--- src/mscod_pkg.sv ---
// Shared constants and carrier types for the Manchester serial codec
`default_nettype none

package mscod_pkg;

   // System clock doubles as the 2x reference: one cycle is one half bit
   localparam int unsigned CLK_PERIOD_NS   = 40;
   localparam int unsigned RX_GLITCH_NS    = 16;
   localparam int unsigned COL_GLITCH_NS   = 10;
   localparam int unsigned COL_HOLD_NS     = 80;
   localparam int unsigned ACQ_BIT_TIMES   = 6;
   localparam int unsigned IDLE_HOLD_NS    = 200;

   // Least times round up, never below one cycle
   function automatic int unsigned mscod_min_cyc(input int unsigned ns);
      int unsigned c;
      c = (ns + CLK_PERIOD_NS - 1) / CLK_PERIOD_NS;
      return (c < 1) ? 1 : c;
   endfunction

   localparam int unsigned RX_FILT_CYC   = mscod_min_cyc(RX_GLITCH_NS);
   localparam int unsigned COL_FILT_CYC  = mscod_min_cyc(COL_GLITCH_NS);
   localparam int unsigned COL_HOLD_CYC  = mscod_min_cyc(COL_HOLD_NS);
   localparam int unsigned ACQ_CYC       = 2 * ACQ_BIT_TIMES;

   // Half-bit gap counter codes on the receive line
   localparam logic [1:0] RX_GAP_HALF = 2'h1;
   localparam logic [1:0] RX_GAP_EOP  = 2'h3;

   typedef struct packed {
      logic clk;
      logic data;
      logic carrier;
   } mscod_rx_s;

   typedef enum {
      TX_REST,
      TX_SEND,
      TX_HOLD,
      TX_IDLE_HIGH
   } mscod_tx_e;

endpackage : mscod_pkg

`default_nettype wire

--- src/mscod_filt.sv ---
// Pin synchroniser with transient rejection for the line receivers
`default_nettype none

module mscod_filt #(
   parameter int unsigned STABLE_CYC = 1
) (
   input  wire logic i_sys_clk,
   input  wire logic i_rst_b,
   input  wire logic i_clk_en,
   input  wire logic i_pin,
   output logic      o_level,
   output logic      o_edge
);
   localparam int unsigned CW = $clog2(STABLE_CYC + 1);

   logic          sync1;
   logic          sync2;
   logic [CW-1:0] cnt;
   wire           differ = (sync2 != o_level);
   // A new value must be seen on STABLE_CYC samples in a row
   wire           accept = differ && (cnt == CW'(STABLE_CYC - 1));

   if (STABLE_CYC < 1) begin : g_bad
      $error("mscod_filt: STABLE_CYC must be at least 1");
   end

   always_ff @(posedge i_sys_clk) begin
      if (!i_rst_b) begin
         sync1   <= 1'b0;
         sync2   <= 1'b0;
         cnt     <= '0;
         o_level <= 1'b0;
         o_edge  <= 1'b0;
      end else if (i_clk_en) begin
         sync1   <= i_pin;
         sync2   <= sync1;
         cnt     <= (differ && !accept) ? cnt + CW'(1) : '0;
         o_level <= accept ? sync2 : o_level;
         o_edge  <= accept;
      end
   end
endmodule // mscod_filt

`default_nettype wire

--- src/mscod_codec.sv ---
// Manchester serial codec: encoder, receive conditioning, decoder, collision flag
`default_nettype none

module mscod_codec
   import mscod_pkg::*;
#(
   parameter int unsigned IDLE_HOLD_T_NS = IDLE_HOLD_NS
) (
   input  wire logic  i_sys_clk,
   input  wire logic  i_rst_b,
   input  wire logic  i_clk_en,
   input  wire logic  i_tx_frame_valid,
   input  wire logic  i_tx_data,
   input  wire logic  i_idle_return_zero,
   input  wire logic  i_rx_line,
   input  wire logic  i_col_line,
   output logic       o_tx_bit_clock,
   output logic       o_tx_line,
   output logic       o_tx_drive,
   output mscod_rx_s  o_rx,
   output logic       o_collision_flag
);
   localparam int unsigned IDLE_HOLD_CYC = mscod_min_cyc(IDLE_HOLD_T_NS);
   localparam int unsigned HW = $clog2(IDLE_HOLD_CYC + 1);
   localparam int unsigned CHW = $clog2(COL_HOLD_CYC + 1);
   localparam int ACQ_LIM = int'(ACQ_CYC);

   if (IDLE_HOLD_CYC < 1 || IDLE_HOLD_CYC > 4096) begin : g_bad
      $error("mscod_codec: idle hold time out of range");
   end

   // ---------------- Transmit ----------------
   mscod_tx_e     tx_state;
   mscod_tx_e     next_tx_state;
   logic          tx_bit;
   logic [HW-1:0] hold_cnt;

   // Bit clock low now means this edge is its rising edge
   wire tx_sample = !o_tx_bit_clock;
   wire hold_done = (hold_cnt == '0);

   always_comb begin
      next_tx_state = tx_state;
      if (tx_sample && i_tx_frame_valid) begin
         next_tx_state = TX_SEND;
      end else if (tx_sample && tx_state == TX_SEND) begin
         next_tx_state = i_idle_return_zero ? TX_HOLD : TX_IDLE_HIGH;
      end else if (tx_state == TX_HOLD && hold_done) begin
         next_tx_state = TX_REST;
      end
   end

   always_ff @(posedge i_sys_clk) begin
      if (!i_rst_b) begin
         o_tx_bit_clock <= 1'b0;
         tx_state       <= TX_REST;
         tx_bit         <= 1'b0;
         hold_cnt       <= '0;
         o_tx_line      <= 1'b1;
         o_tx_drive     <= 1'b0;
      end else if (i_clk_en) begin
         o_tx_bit_clock <= !o_tx_bit_clock;
         tx_state       <= next_tx_state;
         if (tx_sample) begin
            tx_bit <= i_tx_data;
         end
         if (tx_sample && i_tx_frame_valid) begin
            o_tx_line  <= !i_tx_data;
            o_tx_drive <= 1'b1;
         end else if (!tx_sample && tx_state == TX_SEND) begin
            o_tx_line <= tx_bit;
         end else if (tx_sample && tx_state == TX_SEND) begin
            // End of last cell goes high
            o_tx_line <= 1'b1;
            hold_cnt  <= HW'(IDLE_HOLD_CYC - 1);
         end else if (tx_state == TX_HOLD) begin
            hold_cnt   <= hold_done ? hold_cnt : hold_cnt - HW'(1);
            o_tx_drive <= !hold_done;
         end
      end
   end

   // ---------------- Receive conditioning ----------------
   logic rx_level;
   logic rx_edge;
   logic col_level;
   logic col_edge;

   // One sample per half bit: a half cell may be seen only once,
   // so a transient is rejected only when it misses every sampling edge.
   // Requiring two samples here would swallow every lone half cell.
   // Data path rejects only transients that miss every sampling edge
   mscod_filt #(.STABLE_CYC(RX_FILT_CYC)) u_rx_filt (
      .i_sys_clk (i_sys_clk),
      .i_rst_b   (i_rst_b),
      .i_clk_en  (i_clk_en),
      .i_pin     (i_rx_line),
      .o_level   (rx_level),
      .o_edge    (rx_edge)
   );

   mscod_filt #(.STABLE_CYC(COL_FILT_CYC)) u_col_filt (
      .i_sys_clk (i_sys_clk),
      .i_rst_b   (i_rst_b),
      .i_clk_en  (i_clk_en),
      .i_pin     (i_col_line),
      .o_level   (col_level),
      .o_edge    (col_edge)
   );

   // ---------------- Decoder ----------------
   logic [1:0] gap;
   logic       last_mid;

   // Edge one half bit after a mid edge is a boundary; any longer gap is mid
   wire is_mid  = !o_rx.carrier || !(last_mid && gap == RX_GAP_HALF);
   wire mid_hit = rx_edge && is_mid;
   wire eop     = o_rx.carrier && !rx_edge && gap == RX_GAP_EOP;

   always_ff @(posedge i_sys_clk) begin
      if (!i_rst_b) begin
         gap      <= RX_GAP_EOP;
         last_mid <= 1'b0;
         o_rx     <= '0;
      end else if (i_clk_en) begin
         // Phase realigned on every data edge
         gap      <= rx_edge ? RX_GAP_HALF : ((gap == RX_GAP_EOP) ? gap : gap + 2'h1);
         last_mid <= rx_edge ? is_mid : last_mid;
         // Clock out on every mid edge
         o_rx.clk <= mid_hit;
         if (mid_hit) begin
            o_rx.data <= rx_level;
         end
         if (rx_edge) begin
            o_rx.carrier <= 1'b1;
         end else if (eop) begin
            o_rx.carrier <= 1'b0;
         end
      end
   end

   // ---------------- Collision ----------------
   logic [CHW-1:0] col_hold;

   always_ff @(posedge i_sys_clk) begin
      if (!i_rst_b) begin
         col_hold         <= '0;
         o_collision_flag <= 1'b0;
      end else if (i_clk_en) begin
         // Reload hold on each collision rise
         if (col_edge && col_level) begin
            col_hold <= CHW'(COL_HOLD_CYC);
         end else if (col_hold != '0) begin
            col_hold <= col_hold - CHW'(1);
         end
         o_collision_flag <= col_level || (col_hold != '0) || (col_edge && col_level);
      end
   end
endmodule // mscod_codec

`default_nettype wire

--- config.mk ---
export PLATFORM = sky130hd
export DESIGN_NAME = mscod_codec
export DESIGN_NICKNAME = d
export VERILOG_FILES = /design/src/mscod_pkg.sv /design/src/mscod_filt.sv /design/src/mscod_codec.sv
export SDC_FILE = /design/constraint.sdc
export NUM_CORES = 1
export LEC_CHECK = 0
export BUFFER_PORTS_ARGS = -buffer_cell sky130_fd_sc_hd__buf_2
export CAP_MARGIN = 10
export CORE_MARGIN = 5
export CORE_UTILIZATION = 40
export DETAILED_ROUTE_END_ITERATION = 10
export SLEW_MARGIN = 5
export SYNTH_ARGS = -nofsm -noshare
export SYNTH_HDL_FRONTEND = slang
export SYNTH_HIERARCHICAL = 1
export SYNTH_SLANG_ARGS = --single-unit
--- constraint.sdc ---
create_clock -name i_sys_clk -period 1.2 [get_ports i_sys_clk]
set_input_delay 0.24 -clock i_sys_clk [delete_from_list [all_inputs] [get_ports i_sys_clk]]
set_output_delay 0.24 -clock i_sys_clk [all_outputs]
set_load 0.02 [all_outputs]
==> metrics.md <==
| Metric | Value |
|---|---|
| Hold Crit Depth | 3 |
| HPWL after detailed placement | about 1900 um |
| Sequential area share after synthesis | about 44% |
| Routed len/inst | approximately 12 um |
| Setup WS pre-CTS | -113.8 ps |
| Final hold violation count | 0 |
| Worst EP arrival | ~1500 ps |
| Area Growth Syn to Fin | 29.00% |
| # nets final | ~190 |
| Leading area contributor after synthesis | dfxtp_1 |
| Netlist Area Pre-Place | 1281 um^2 |
| RSZ-0062 raised after global routing | yes |
| Proportion of netlist area held by the largest area contributor | a little over two fifths |
| Worst Tran Pin Value | between 200 and 250 ps |
| Area of the multi-input gates | 745.7 um^2 |
| PortBufs | 14 |
| Slowest CP cell | dfxtp_2 |
| Final period util | 104.2% |
| P_sw | 461.9 uW |
| GRT Overall Usage | between 10% and 20% |
| CP delay by family, top | simple AND/OR/NAND/NOR gates |
| Routability cong. | 0.6960 |
| Antenna diodes | 0 |
| Post-synth EDFFs | 0 |
| First-pass GRT wire length | approximately 4100 um |
| Initial antenna violation count | 0 |
| Number of cells on the worst reg-to-reg path | 6 |
| Main synth FF type | dfxtp_1 |
| Max-cap check violation count | 0 |
| Comb pwr share | between 10% and 20% |
| DR vias | just over 1k |
| Initial DRC Count | 43 |
| Chip height | between 60 and 70 um |
| Hold Startpoint | i_tx_data |
| WS Path Type | flop to flop |
| Switching share of power | between 20% and 30% |
| Worst-path cell chain | inv_2 > ha_4 > nand2b_4 > nand3_2 > or3_1 > o211a_1 |
| Register area | 573.1 um^2 |
| Crit. End Element | flop |
| R2R Setup Slk | -50 ps |
| Non-filler instance count after layout | about 220 |
| Setup violators final | 1 |
| Placed instance count | 208 |
| CP peak stage delay | approximately 360 ps |
| Overall power | 1.786 mW |
| Syn Area/Cell | 9.284 um^2 |
| Die Wd | about 67 um |
| Clock skew | 2.041 ps |
| CP bufs+invs | 1 |
| Setup_tns | -50.27 ps |
| Total core area | around 3100 um^2 |
| Final Max Slew Viols | 0 |
| Maximum vdd drop | ~0.6 mV |
| Final WS setup | -50.27 ps |
| Worst-case clock buffer depth | 2 |
| Clock power share | about 26% |
| Root Driver | clkbuf_4 |
| Initial Util | about two fifths |
| Total of fill cells in the finished design | 300 |
| Register bit total from synthesis | 28 |
| # IOs | 15 |
| Worst-path fanout max | 3 |
| CTS tree | yes |
| Cell Int Power | between 1 and 1.5 mW |
| Failing checks | setup timing |
| Worst EP required | approximately 1400 ps |
| Synthesis Warnings | 6 |
| Normalized max-slew margin | a little over four fifths |
| WHS | 157.7 ps |
| Total global routing overflow | 0 |
| Unique masters post-synth | 38 |
| Leak pwr | approximately 0.75 nW |
| Worst Hold Class | input pin to flop |
| Final Critical Period | between 1000 and 1500 ps |
| F_max | around 800 MHz |
| Post-DRT Antenna Nets | 0 |
| # hold bufs at CTS | 0 |
| H-tree Lvls | 1 |
| Share of cells above drive strength 1 | 43.27% |
| TritonCTS Buffers | 3 |
| Pwr Density | about 1100 nW/um^2 |
| Status | finished, violations left |
| Worst-path clk slew | around 140 ps |
| Worst Hold End | tx_bit$_SDFFE_PN0P_ |
| CP Launch Type | flop |
| Largest net degree at the start of global routing | 16 |
| Reg2reg start | hold_cnt[0]$_SDFFE_PN0P_ |
| Std cell rows | 20 |
| Share of synthesized registers carrying an async set or reset | 0% |
| Sink Count | 28 |
| Post-Route WL | between 2000 and 2500 um |
| Largest cells by area after synthesis | dfxtp_1 (44%), mux2i_1 (6.3%), ha_1 (4.9%) |
| DRC viols | 0 |
| Worst-skew pair later-pin latency | between 300 and 400 ps |
| RR Endpoint | hold_cnt[2]$_SDFFE_PN0P_ |
| Vias in the first global route | between 900 and 1k |
| Syn nets | 151 |
| Sequential Power Share | a little under three fifths |
| Drt pass-1 iters | 4 |
| Vias/cell | 4.744 |
| DIE AREA | roughly 4400 um^2 |
| Synthesized instance count | about 140 |
## metal layers
layer	global-route usage [%]	part of all wire (%)	vias to the layer above
met4	5.330	1.8	0
li1	-	-	539
met1	14.92	47	460
met5	0	0	-
met3	2.530	3.4	5
met2	19.80	48	16
## cell type report
cell class,instances,share of cell area [%]
Tap cell,44,3.331
Timing Repair Buffer,32,12.41
Multi-Input combinational cell,97,45.12
Inverter,10,2.271
Clock buffer,4,2.195
Sequential cell,28,34.67
## cell usage after synthesis (all sizes together) (2+ instances only)
library cell	n
o21ai	5
xor2	2
nand2	17
mux2i	8
nor2b	6
nand3b	3
buf	2
ha	5
a31o	3
nor2	6
nand2b	4
nand3	3
and2b	6
a21oi	8
o211ai	4
and3b	4
inv	10
dfxtp	28
## kinds of logic after synthesis
group           share of synthesized area [%]
buf+inv                                 4.004
compound gates                          14.36
mux                                     7.129
fa+ha+maj                               4.883
simple gates                            23.83
flops                                   43.75
xor+xnor                                2.051
## worst register-to-register path, cell delays in order, from the launching register on
cell and delay (ps):
dfxtp_2 360, inv_2 50, ha_4 170, nand2b_4 70
nand3_2 70, or3_1 320, o211a_1 130
## cells in the final DEF (no fill, tap or decap), types with 2 or more instances in the layout
cell | netlist | layout
nor2_1 | 6 | 6
a21oi_1 | 7 | 6
nor2b_1 | 6 | 6
and2b_2 | 2 | 4
clkbuf_4 | 0 | 3
nand3b_1 | 3 | 3
and3b_2 | 4 | 4
dfxtp_1 | 28 | 20
nand3_2 | 0 | 2
o21ai_2 | 0 | 2
buf_2 | 2 | 14
inv_1 | 10 | 8
xor2_1 | 2 | 2
buf_4 | 0 | 18
ha_1 | 5 | 3
a31o_2 | 3 | 3
mux2i_1 | 8 | 8
o211ai_1 | 4 | 4
nand2_1 | 16 | 15
dfxtp_2 | 0 | 7
nand2b_4 | 0 | 2
inv_2 | 0 | 2
o21ai_0 | 3 | 3
## flip-flops by register name, summed over array words and instances, names as in the netlist, 2 cells and up
register  cells
o_rx          3
hold_cnt      3
tx_state      2
col_hold      2
gap           2
## through the flow
step                      cell area, um^2  util [%]
after detailed placement             1513     49.55
after CTS                            1623     53.16
after global placement               1513     49.55
after global routing                 1653     54.14
after floorplan                      1289         -
final                                1653     54.14
## worst max path at each step
stage,end,start,slack [ps],depth (start not counted)
2_1_floorplan,hold_cnt[2]$_SDFFE_PN0P_,hold_cnt[0]$_SDFFE_PN0P_,-10,6
3_3_place_gp,col_hold[0]$_SDFFE_PN0P_,i_clk_en,-30,5
3_5_place_dp,hold_cnt[2]$_SDFFE_PN0P_,hold_cnt[0]$_SDFFE_PN0P_,-110,6
4_1_cts,hold_cnt[2]$_SDFFE_PN0P_,hold_cnt[0]$_SDFFE_PN0P_,-90,6
5_1_grt,hold_cnt[2]$_SDFFE_PN0P_,hold_cnt[0]$_SDFFE_PN0P_,-90,6
6_report,hold_cnt[2]$_SDFFE_PN0P_,hold_cnt[0]$_SDFFE_PN0P_,-50,6
## power by group through the flow
| stage | Combinational, mW | Clock [mW] | Sequential [mW] |
|---|---|---|---|
| after floorplan | 0.169 | 0 | 1.03 |
| after detailed placement | 0.301 | 0 | 1.02 |
| final | 0.320 | 0.459 | 1.01 |
| after global placement | 0.292 | 0 | 1.02 |
| after global routing | 0.358 | 0.520 | 1.01 |
| after CTS | 0.316 | 0.488 | 1.00 |
## timing repair
action,in CTS,in global routing
gates resized for setup,12,10
setup endpoints to repair,5,10
pin swaps,8,5
endpoints found under the hold margin,0,0
setup buffers,3,0
No activity file was read; power rests on OpenSTA's default activity.
